[config.mk]
export PLATFORM = sky130hd
export DESIGN_NAME = interrupt_standby_reset_ctrl
export DESIGN_NICKNAME = d
export VERILOG_FILES = /design/src/interrupt_standby_reset_ctrl.v
export VERILOG_INCLUDE_DIRS = /design/src /design/src/src
export SDC_FILE = /design/constraint.sdc
export NUM_CORES = 1
export LEC_CHECK = 0
export ABC_AREA = 1
export BUFFER_PORTS_ARGS = -buffer_cell sky130_fd_sc_hd__buf_4
export CAP_MARGIN = 15
export CELL_PAD_IN_SITES_DETAIL_PLACEMENT = 1
export CELL_PAD_IN_SITES_GLOBAL_PLACEMENT = 1
export CORE_MARGIN = 2
export CORE_UTILIZATION = 40
export CTS_BUF_LIST = sky130_fd_sc_hd__clkbuf_16
export DETAILED_ROUTE_END_ITERATION = 10
export PLACE_DENSITY = 0.8
export SYNTH_ARGS = -nofsm -noshare
export SYNTH_HDL_FRONTEND = slang
export SYNTH_SLANG_ARGS = --single-unit
[constraint.sdc]
create_clock -name sys_clk -period 8.75 [get_ports sys_clk]
set_input_delay 0.875 -clock sys_clk [delete_from_list [all_inputs] [get_ports sys_clk]]
set_output_delay 0.875 -clock sys_clk [all_outputs]
set_load 0.05 [all_outputs]
[src/irq_standby_regs.vh]
// Offsets, field positions, reset values and timing counts of the controller.
`ifndef IRQ_STANDBY_REGS_VH
`define IRQ_STANDBY_REGS_VH
`define ADDR_REQ_FLAGS 4'h0
`define ADDR_SRC_EN 4'h1
`define ADDR_CTRL 4'h2
`define ADDR_PRIO 4'h3
`define ADDR_REQ_CLR 4'h4
`define ADDR_VEC_BASE 4'h8
`define ADDR_STATUS 4'h5
`define ADDR_EVT_STAT 4'h6
`define ADDR_EVT_EN 4'h7
`define ADDR_EVT_CLR 4'h9
`define ADDR_EDGE_MODE 4'hA
`define ADDR_BOOT 4'hB
`define CTRL_GIE_BIT 0
`define CTRL_SIO_EXT_BIT 1
`define CTRL_TMR_EXT_BIT 2
`define CTRL_STOP_BIT 3
`define CTRL_HALT_BIT 4
`define EDGE_BYPASS_BIT 2
`define BOOT_RBE_BIT 6
`define BOOT_MBE_BIT 7
`define IRQ_ZERO_IDX 0
`define IRQ_FOUR_IDX 1
`define IRQ_TIMER_IDX 2
`define SRC_EN_RST 9'h000
`define PRIO_RST 4'h0
`define WAIT_LONG_LOG2 17
`define WAIT_SHORT_LOG2 15
`define TICK_RST 16'h0400
`endif

[src/interrupt_standby_reset_ctrl.v]
// Interrupt gating, standby clock control and reset merging for a small core.
// Functional notes
// - Seven interrupt and two test request flags.
// - Vector taken when source and master enabled.
// - Vector address from table entry, programmable except entries 2 and 8.
// - Nesting with priority select register.
// - Request flags readable by software.
// - Only enabled sources end standby.
// - External zero works in stop only with bypass bit.
// - Stop halts oscillator, CPU, timers, peripheral clock.
// - Halt gates only CPU clock.
// - Serial runs in stop on external clock.
// - Event counter runs in stop on pin.
// - External four works in both standbys.
// - Enabled request or pin reset leaves standby.
// - Reset from pin or watchdog.
// - Settling wait of 2^17 or 2^15 clocks.
// - Program counter loaded from bytes 0 and 1.
// - Bank enable flags from byte 0 bits 6, 7.
`timescale 1ns/10ps
`default_nettype none
`include "irq_standby_regs.vh"
module interrupt_standby_reset_ctrl #(
  parameter NSRC = 9,
  parameter LONG_WAIT = 1 << `WAIT_LONG_LOG2,
  parameter SHORT_WAIT = 1 << `WAIT_SHORT_LOG2
) (
  // Clock and reset.
  input wire sys_clk,
  input wire nrst,
  // Mask option and external pins.
  input wire long_wait_opt,
  input wire ext_irq_zero,
  input wire ext_irq_four,
  input wire watchdog_reset_req,
  // Peripheral request pulses, one per source; serial external clock tick and event counter pin.
  input wire [NSRC-1:0] periph_req,
  input wire sio_ext_clk_tick,
  input wire event_count_input,
  // Program memory bytes 0000 and 0001.
  input wire [7:0] boot_byte0,
  input wire [7:0] boot_byte1,
  // Core handshake.
  input wire vector_ack,
  input wire service_done,
  input wire stop_instr,
  input wire halt_instr,
  // Register port.
  input wire [3:0] reg_addr,
  input wire [7:0] reg_wdata,
  input wire reg_wr,
  input wire reg_rd,
  output reg [7:0] reg_rdata,
  // Outputs to core and clock tree.
  output reg vector_req,
  output reg [7:0] vector_addr,
  output reg [3:0] vector_src,
  output reg cpu_clk_en,
  output reg osc_en,
  output reg periph_clk_en,
  output reg sio_run,
  output reg tmr_run,
  output reg int_rst_n,
  output reg [12:0] pc_reset_value,
  output reg regbank_enable_flag,
  output reg membank_enable_flag,
  output reg irq_out
);
  localparam ST_RUN = 3'b001;
  localparam ST_HALT = 3'b010;
  localparam ST_STOP = 3'b100;

  reg [1:0] rst_sync_q;
  wire rst_n = rst_sync_q[1];
  reg [1:0] z_sync_q;
  reg [1:0] f_sync_q;
  reg [1:0] wd_sync_q;
  reg [1:0] ev_sync_q;
  reg z_prev_q;
  reg f_prev_q;
  reg ev_prev_q;
  reg [NSRC-1:0] req_q;
  reg [NSRC-1:0] req_d;
  reg [NSRC-1:0] src_en_q;
  reg global_irq_enable_q;
  reg sio_ext_q;
  reg tmr_ext_q;
  reg [3:0] irq_priority_select_q;
  reg [3:0] ext_irq0_edge_mode_q;
  reg [7:0] vec_q [0:NSRC-1];
  reg [2:0] state_q;
  reg [2:0] state_d;
  reg in_service_q;
  reg in_hi_q;
  reg [17:0] wait_q;
  reg waiting_q;
  reg [15:0] tick_q;
  reg [2:0] evt_q;
  reg [2:0] evt_en_q;
  reg [3:0] sel;
  reg sel_valid;
  integer i;
  integer j;
  integer k;

  wire ext_irq0_filter_bypass = ext_irq0_edge_mode_q[`EDGE_BYPASS_BIT];
  wire z_rise = z_sync_q[1] & ~z_prev_q;
  wire f_rise = f_sync_q[1] & ~f_prev_q;
  wire ev_rise = ev_sync_q[1] & ~ev_prev_q;
  wire osc_running = state_q != ST_STOP;
  wire wr_clr = reg_wr && reg_addr == `ADDR_REQ_CLR;
  wire [NSRC-1:0] wake_vec = req_q & src_en_q;
  wire ext_rst = ~rst_n;
  wire any_rst = ext_rst | wd_sync_q[1];

  // Synchronise reset release and the zero, four, watchdog and event pins.
  always @(posedge sys_clk or negedge nrst) begin
    if (!nrst) begin
      rst_sync_q <= 2'b00;
    end else begin
      rst_sync_q <= {rst_sync_q[0], 1'b1};
    end
  end

  always @(posedge sys_clk or negedge rst_n) begin
    if (!rst_n) begin
      z_sync_q <= 2'b00;
      f_sync_q <= 2'b00;
      wd_sync_q <= 2'b00;
      ev_sync_q <= 2'b00;
      z_prev_q <= 1'b0;
      f_prev_q <= 1'b0;
      ev_prev_q <= 1'b0;
    end else begin
      z_sync_q <= {z_sync_q[0], ext_irq_zero};
      f_sync_q <= {f_sync_q[0], ext_irq_four};
      wd_sync_q <= {wd_sync_q[0], watchdog_reset_req};
      ev_sync_q <= {ev_sync_q[0], event_count_input};
      z_prev_q <= z_sync_q[1];
      f_prev_q <= f_sync_q[1];
      ev_prev_q <= ev_sync_q[1];
    end
  end

  // Request flag set and clear; a set wins over a clear.
  always @* begin
    req_d = req_q;
    if (wr_clr) begin
      req_d = req_q & ~{reg_wdata[0], reg_wdata};
    end
    if (vector_ack && sel_valid) begin
      req_d[sel] = 1'b0;
    end
    for (i = 0; i < NSRC; i = i + 1) begin
      if (periph_req[i] && osc_running) begin
        req_d[i] = 1'b1;
      end
    end
    if (z_rise && (ext_irq0_filter_bypass || osc_running)) begin
      req_d[`IRQ_ZERO_IDX] = 1'b1;
    end
    if (f_rise) begin
      req_d[`IRQ_FOUR_IDX] = 1'b1;
    end
    if (tick_q == 16'h0000 && osc_running) begin
      req_d[`IRQ_TIMER_IDX] = 1'b1;
    end
  end

  always @* begin
    sel = 4'h0;
    sel_valid = 1'b0;
    for (j = NSRC - 1; j >= 0; j = j - 1) begin
      if (wake_vec[j] && global_irq_enable_q &&
          (!in_service_q ||
           (!in_hi_q && j == irq_priority_select_q))) begin
        sel = j[3:0];
        sel_valid = 1'b1;
      end
    end
    if (wake_vec[irq_priority_select_q] && global_irq_enable_q &&
        !in_hi_q && irq_priority_select_q < NSRC) begin
      sel = irq_priority_select_q;
      sel_valid = 1'b1;
    end
  end

  // Standby state machine.
  always @* begin
    state_d = state_q;
    case (state_q)
      ST_RUN: begin
        if (stop_instr) begin
          state_d = ST_STOP;
        end else if (halt_instr) begin
          state_d = ST_HALT;
        end
      end
      ST_HALT: begin
        if (|wake_vec) begin
          state_d = ST_RUN;
        end
      end
      ST_STOP: begin
        if (|wake_vec) begin
          state_d = ST_RUN;
        end
      end
      default: state_d = ST_RUN;
    endcase
  end

  always @(posedge sys_clk or negedge rst_n) begin
    if (!rst_n) begin
      req_q <= `SRC_EN_RST;
      src_en_q <= `SRC_EN_RST;
      global_irq_enable_q <= 1'b0;
      sio_ext_q <= 1'b0;
      tmr_ext_q <= 1'b0;
      irq_priority_select_q <= `PRIO_RST;
      ext_irq0_edge_mode_q <= 4'h0;
      state_q <= ST_RUN;
      in_service_q <= 1'b0;
      in_hi_q <= 1'b0;
      tick_q <= `TICK_RST;
      evt_q <= 3'b000;
      evt_en_q <= 3'b000;
      reg_rdata <= 8'h00;
      vector_req <= 1'b0;
      vector_addr <= 8'h00;
      vector_src <= 4'h0;
      irq_out <= 1'b0;
      for (k = 0; k < NSRC; k = k + 1) begin
        vec_q[k] <= 8'h00;
      end
    end else begin
      req_q <= req_d;
      state_q <= state_d;
      if (osc_running) begin
        tick_q <= tick_q - 16'h0001;
      end
      // programmable vector
      // The request drops with the acknowledge so it is never seen twice.
      vector_req <= sel_valid && state_q == ST_RUN && !vector_ack;
      vector_addr <= vec_q[sel];
      vector_src <= sel;
      if (vector_ack && sel_valid) begin
        in_hi_q <= in_service_q;
        in_service_q <= 1'b1;
      end else if (service_done) begin
        if (in_hi_q) begin
          in_hi_q <= 1'b0;
        end else begin
          in_service_q <= 1'b0;
        end
      end
      if (reg_wr) begin
        case (reg_addr)
          `ADDR_SRC_EN: src_en_q <= {reg_wdata[0], reg_wdata};
          `ADDR_CTRL: begin
            global_irq_enable_q <= reg_wdata[`CTRL_GIE_BIT];
            sio_ext_q <= reg_wdata[`CTRL_SIO_EXT_BIT];
            tmr_ext_q <= reg_wdata[`CTRL_TMR_EXT_BIT];
          end
          `ADDR_PRIO: irq_priority_select_q <= reg_wdata[3:0];
          `ADDR_EDGE_MODE: ext_irq0_edge_mode_q <= reg_wdata[3:0];
          `ADDR_EVT_EN: evt_en_q <= reg_wdata[2:0];
          default: begin
            if (reg_addr >= `ADDR_VEC_BASE &&
                reg_addr - `ADDR_VEC_BASE < NSRC) begin
              vec_q[reg_addr - `ADDR_VEC_BASE] <= reg_wdata;
            end
          end
        endcase
      end
      // Events: standby entry, standby exit, watchdog reset.
      evt_q <= (evt_q & ~((reg_wr && reg_addr == `ADDR_EVT_CLR) ?
        reg_wdata[2:0] : 3'b000)) |
        {wd_sync_q[1], state_q != ST_RUN && state_d == ST_RUN,
         state_q == ST_RUN && state_d != ST_RUN};
      irq_out <= |(evt_q & evt_en_q);
      reg_rdata <= 8'h00;
      if (reg_rd) begin
        case (reg_addr)
          `ADDR_REQ_FLAGS: reg_rdata <= req_q[7:0];
          `ADDR_REQ_CLR: reg_rdata <= {7'h00, req_q[8]};
          `ADDR_SRC_EN: reg_rdata <= src_en_q[7:0];
          `ADDR_CTRL: reg_rdata <= {3'b000, state_q[1], state_q[2],
            tmr_ext_q, sio_ext_q, global_irq_enable_q};
          `ADDR_PRIO: reg_rdata <= {4'h0, irq_priority_select_q};
          `ADDR_STATUS: reg_rdata <= {5'h00, evt_q};
          `ADDR_EVT_STAT: reg_rdata <= {5'h00, evt_q};
          `ADDR_EVT_EN: reg_rdata <= {5'h00, evt_en_q};
          `ADDR_EDGE_MODE: reg_rdata <= {4'h0, ext_irq0_edge_mode_q};
          default: reg_rdata <= 8'h00;
        endcase
      end
    end
  end

  always @(posedge sys_clk or negedge rst_n) begin
    if (!rst_n) begin
      cpu_clk_en <= 1'b0;
      osc_en <= 1'b1;
      periph_clk_en <= 1'b0;
      sio_run <= 1'b0;
      tmr_run <= 1'b0;
    end else begin
      cpu_clk_en <= state_d == ST_RUN && int_rst_n;
      osc_en <= state_d != ST_STOP;
      periph_clk_en <= state_d != ST_STOP;
      sio_run <= state_d != ST_STOP || (sio_ext_q && sio_ext_clk_tick);
      tmr_run <= state_d != ST_STOP || (tmr_ext_q && ev_rise);
    end
  end

  always @(posedge sys_clk or negedge nrst) begin
    if (!nrst) begin
      int_rst_n <= 1'b0;
      waiting_q <= 1'b1;
      wait_q <= 18'h0_0000;
      pc_reset_value <= 13'h0000;
      regbank_enable_flag <= 1'b0;
      membank_enable_flag <= 1'b0;
    end else if (any_rst) begin
      int_rst_n <= 1'b0;
      waiting_q <= 1'b1;
      wait_q <= 18'h0_0000;
    end else if (waiting_q) begin
      wait_q <= wait_q + 18'h0_0001;
      if (wait_q == (long_wait_opt ? LONG_WAIT - 1 : SHORT_WAIT - 1)) begin
        waiting_q <= 1'b0;
        int_rst_n <= 1'b1;
        pc_reset_value <= {boot_byte0[4:0], boot_byte1};
        regbank_enable_flag <= boot_byte0[`BOOT_RBE_BIT];
        membank_enable_flag <= boot_byte0[`BOOT_MBE_BIT];
      end
    end
  end
endmodule // interrupt_standby_reset_ctrl
`default_nettype wire

-- Word level (Yosys, flattened, before mapping)
Cells that the tools add are included.
- bits in registers: 203
- latch bits: 0
- RAM bits: 0
- ROM bits: 0
- bits of input ports: 51
- output and inout port bits: 43
- word-level logic and storage cells: 261
- memories kept: 0
- $add $sub $neg: 4
- multipliers: 0
- divide/modulo/power cells: 0
- $lt $le $gt $ge: 9
- equality and inequality tests: 27
- shift-type cells: 0
- muxes and demuxes: 65
- bitwise logic cells: 21
- reductions and logical operators: 89
- operators by type and width (kind ; count):
    bitwise mux 72 bit ; 1
    one-hot mux 8 bit (8 select lines) ; 1
    logical AND 1 bit ; 54
    2-to-1 mux 4 bit ; 10
    2-to-1 mux 18 bit ; 2
    2-to-1 mux 1 bit ; 35
    binary-select mux 8 bit (select 4 bit) ; 1
    demux 8 bit (select 4 bit) ; 1
    less-than comparator 32 x 4 -> 1 bit (second input constant) ; 1
    2-to-1 mux 8 bit ; 4
    AND 9 bit ; 3
    adder 18 x 1 -> 18 bit (second input constant) ; 1
    == test 18 x 17 -> 1 bit ; 1
    2-to-1 mux 9 bit ; 2
    inverter 9 bit ; 2
    2-to-1 mux 17 bit ; 1
    == test 3 x 4 -> 1 bit (first input constant) ; 4
    == test 4 x 3 -> 1 bit (second input constant) ; 4
    zero test 16 bit ; 1
    subtractor 16 x 1 -> 16 bit (second input constant) ; 1
    AND reduction 2 bit ; 7
    logical OR 1 bit ; 12
    2-to-1 mux 3 bit ; 4
    >= comparator 5 bit (second input constant) ; 2
    other kinds (37) ; 60

-- Longest topological paths before layout
- depth after elaboration: 23
- depth in mapped cells: 20
- mapped depth without buffers: 19

-- Worst setup path before layout
Ideal clock, no wire load.
- kind: register to register
- start: register rst_sync_q[1]
- end: register pc_reset_value[10]
- setup time: 0.125 ns
- arrival: 5.717 ns
- required time: 8.625 ns
- setup slack: 2.908 ns
- cell stages (with the launch flop): 8
- path buffers: 1
- clock period less this slack: 5.842 ns
- path through: dfrtp_1 > nand2_2 > inv_1 > nand3_1 > a2111oi_1 > nand2_1 > buf_2 > mux2_2
- cells in the longest elaborated chain, start to end: 4
- RTL lines (element ; RTL line ; RTL):
    start, declared ; interrupt_standby_reset_ctrl.v:73 ; reg [1:0] rst_sync_q;
    start signal, assigned ; interrupt_standby_reset_ctrl.v:121 ; rst_sync_q <= {rst_sync_q[0], 1'b1};
    inverter 1 bit ; interrupt_standby_reset_ctrl.v:113 ; wire ext_rst = ~rst_n;
    bitwise OR 1 bit ; interrupt_standby_reset_ctrl.v:114 ; wire any_rst = ext_rst | wd_sync_q[1];
    inverter 1 bit (no source line) ; -- ;
    AND reduction 3 bit (no source line) ; -- ;
    end signal, assigned ; interrupt_standby_reset_ctrl.v:334 ; pc_reset_value <= {boot_byte0[4:0], boot_byte1};
    end, declared ; interrupt_standby_reset_ctrl.v:64 ; output reg [12:0] pc_reset_value,
Every way passes these cells.
A chain may end at the register's enable or synchronous reset.

-- Final worst setup path
- start: register irq_priority_select_q[1]
- end: register req_q[8]
- cells in the longest elaborated chain, start to end: 22
- elaborated cells between the ends (all ways): 72
- classes of those cells: 3 x order compare; 8 x eq/ne; 26 x mux; 2 x bitwise; 33 x reduce/logical
- RTL lines (element ; RTL line ; RTL):
    start, declared ; interrupt_standby_reset_ctrl.v:88 ; reg [3:0] irq_priority_select_q;
    start signal, assigned ; interrupt_standby_reset_ctrl.v:220 ; irq_priority_select_q <= `PRIO_RST;
    start signal, assigned ; interrupt_standby_reset_ctrl.v:265 ; `ADDR_PRIO: irq_priority_select_q <= reg_wdata[3:0];
    == test 4 bit ; interrupt_standby_reset_ctrl.v:176 ; (!in_hi_q && j == irq_priority_select_q))) begin
    logical AND 1 bit ; interrupt_standby_reset_ctrl.v:176 ;
    logical OR 1 bit ; interrupt_standby_reset_ctrl.v:175 ; (!in_service_q ||
    logical AND 1 bit ; interrupt_standby_reset_ctrl.v:174 ; if (wake_vec[j] && global_irq_enable_q &&
    2-to-1 mux 4 bit (9 in a row) ; interrupt_standby_reset_ctrl.v:174 ;
    2-to-1 mux 4 bit ; interrupt_standby_reset_ctrl.v:181 ; if (wake_vec[irq_priority_select_q] && global_irq_enable_q &&
    less-than comparator 4 x 5 -> 1 bit (implied by the code) / >= comparator 4 x 1 -> 1 bit (equally long branches) ; interrupt_standby_reset_ctrl.v:152 ; req_d[sel] = 1'b0;
    logical AND 1 bit (implied by the code) ; interrupt_standby_reset_ctrl.v:152 ;
    2-to-1 mux 1 bit (implied by the code) ; interrupt_standby_reset_ctrl.v:152 ;
    demux 1 bit (select 4 bit) ; interrupt_standby_reset_ctrl.v:152 ;
    inverter 9 bit (no source line) ; -- ;
    AND 9 bit (no source line) ; -- ;
    2-to-1 mux 9 bit * ; interrupt_standby_reset_ctrl.v:151 ; if (vector_ack && sel_valid) begin
    2-to-1 mux 1 bit * ; interrupt_standby_reset_ctrl.v:155 ; if (periph_req[i] && osc_running) begin
    net req_d[8] ; interrupt_standby_reset_ctrl.v:83 ; reg [NSRC-1:0] req_d;
    end signal, assigned ; interrupt_standby_reset_ctrl.v:215 ; req_q <= `SRC_EN_RST;
    end signal, assigned ; interrupt_standby_reset_ctrl.v:237 ; req_q <= req_d;
    end, declared ; interrupt_standby_reset_ctrl.v:82 ; reg [NSRC-1:0] req_q;
Mark *: on every way through the listed nets, which the timed path passes. The rest lies on a longest branch. The select of a mux whose other input is x is not followed.

==> metrics <==
clk slew on worst S/H paths 0.06 ns; Die H ~150 um; CP cell instances nor2_2 > inv_2 > nor2_1 > a21oi_2 > nor2_4 > nand2_2 > o21ai_2 > inv_2 > nand3_1 > nor2_1 > o21ai_0; DP Wirelength 16700 um; Slew Limit Fails 0; DR vias/cell 5.24; CP Class flop to flop; grt met2 use between 30 and 40%; pin count of the biggest net entering global routing 71; CTS buffer count 23; Hold Path Class flop to asynchronous set/reset pin; clk_lat worst skew 0.50 ns; fmax around 0.32 GHz; Layout area overhead 17.1%; RD Place Congestion approximately 0.86; syn nets 1093; Yosys reg bits a little over 200; post-route setup slack about 5.7 ns; # resized after CTS 0; I/O pin cnt 94; Setup crit end kind flop; filler cell count 2578; Post-Layout Cell Count between 1000 and 1500; leak pwr approximately 5.3 nW; H-tree lvl count 1; initial antenna violation count 1; Tot GR Track Use 21.2%; met1 Use GR 27.2%; Nets about 1200; antenna viol nets, final 0; Post-synth EDFFs 0; synth unique cells between 40 and 50; clk sink count slightly above 200; worst-path fanout max 20; Fin. Hold Viols 0; P per Cell Area approximately 280 nW/um2; Synth area leaders dfrtp_1 55%, nand2_1 13%, o21ai_0 6.0%; top cell type's share of synthesized area between 50 and 60%; DRT Pass-1 Iters 4; Rows 54; die area about 24000 um2; DRC Markers 0; WL per Instance around 17 um; slowest cell delay on critical path 0.83 ns; Core Area around 22000 um2; total power ~0.0029 W; ys async rst share 100%; gr ovfl total 0; number of global-route vias before repair slightly below 8000; GRT busiest layer met2; clock tree buffer depth 3; worst slack, placed 5.66 ns; Synth Instances about 1000; die width between 150 and 200 um; final critical-path share of the clock period ~35%; relative slew slack between 20% and 30%; CTS tree built; Crit. Startpoint irq_priority_select_q[1]; synthesized area between 8000 and 9000 um2; sequential fraction of the synthesis area roughly 56%; Critical Path RT slightly above 9 ns; Main synth FF type dfrtp_1; post-CTS setup buffers 0; DRT Wirelength roughly 25000 um; Startpoint Class flop; RR Startpoint irq_priority_select_q[1]; synth warn 0; Final min period 3.09 ns; Worst Max-Slew Pin Slew 1.06 ns; Setup TNS 0 ns; slowest CP cell o21ai_2; initial drt markers roughly 430; buffers plus inverters on the worst setup path 2; dpl cells ~1400; CTS Hold Bufs 0; maximum vdd drop around 0.14 mV; clock root cell clkbuf_16; first-pass GRT wire length slightly above 40000 um; status finished, final reports clean; Initial Utilization approximately two fifths; Arr. time, crit path about 3.5 ns; Vias between 7000 and 8000; RSZ-0062 raised after global routing no; Port Buffer Count 92; clk_skew ~0.011 ns; grt met3 use under 10%; Max Cap Viol 0; Avg Cell Area, Syn slightly below 9 um2; final setup violation count 0; share of cells above drive strength 1 between 10% and 20%; post-synth top area cell dfrtp_1; delay-heaviest family, CP compound AO/OA/AOI/OAI gates
[final timing paths]
path	to	slack [ns]	depth (start not counted)
setup / recovery	req_q[8]	5.66	11
hold reg to reg	evt_q[2]	0.31	0
hold / removal	evt_q[2]	0.31	0
setup reg to reg	req_q[8]	5.66	11
max in group asynchronous	f_sync_q[0]	7.15	1
min in group sys_clk	f_sync_q[1]	0.35	0
[layout by cell type, fill, tap and decap left out, types with 8 or more instances in the layout]
cell type  instances
mux2_2            15
a21oi_1           34
clkbuf_16         23
nor2_1            75
nand3_1           66
o21ai_0          108
dfrtp_1          197
nor3_1            13
buf_4             96
inv_1             87
nand2_1          307
xor2_1             8
[sequential cells by signal (all words and copies together) (netlist names), 3 cells and up]
signal	cells
evt_en_q	3
pc_reset_value	13
wait_q	18
state_q	3
src_en_q	8
vec_q	72
tick_q	16
ext_irq0_edge_mode_q	4
reg_rdata	8
req_q	9
irq_priority_select_q	4
evt_q	3
vector_src	4
vector_addr	8
[per-layer routing]
layer	up-vias	routed length (um)	part of all wire [%]
met3	44	1260	5.1
li1	3518	-	-
met2	165	12100	49
met5	-	0	0
met4	0	554	2.2
met1	3681	10800	44
[cells by family after synthesis]
logic type	Yosys count	synth area share, %
AND/OR/NAND/NOR	491	22.9
flip-flops	202	56.2
AO/OA/AOI/OAI	179	11.0
buffers and inverters	135	6.23
XOR/XNOR	15	1.46
multiplexers	15	1.88
adder cells (fa/ha/maj)	2	0.278
other	1	0.0417
[where the power goes]
part           internal, W  switching, W  total [W]
clock             0.000507      0.000384   0.000891
combinational     0.000247      0.000585   0.000833
sequential         0.00110      0.000122    0.00122
total              0.00185       0.00109    0.00294
[layout make-up]
cell class / count / area, um2 / area share [%]
multi-input cells: 703 / 3380 / 32.1
flip-flops and latches: 202 / 5060 / 48.0
well taps: 280 / 350 / 3.32
clock inverters: 18 / 111 / 1.06
inverters: 90 / 338 / 3.20
repair buffers: 96 / 721 / 6.84
clock buffers: 23 / 576 / 5.46
diodes: 1 / 2.50 / 0.0237
[cells in the mapped netlist, drive strengths merged (2+ instances only)]
master	n
inv	89
a221oi	3
nor2	81
nor4	3
clkbuf	30
nor3	15
nand4	7
a31oi	2
o21ai	118
dfrtp	198
o21a	3
dfstp	4
o31ai	2
ha	2
o22ai	3
xnor2	7
a211oi	2
mux2	15
a22oi	3
nand3	68
o221ai	2
buf	15
nand2	314
a21oi	36
xor2	8
[through the flow]
stage	area [um2]	util, %	hold slack, ns
final	10500	48.0	0.308
after global routing	10500	48.0	0.351
after CTS	10500	48.0	0.334
after detailed placement	9850	44.9	0.324
after global placement	9850	44.9	0.314
after floorplan	9000	-	0.331
(Power assumes the default switching activity.)
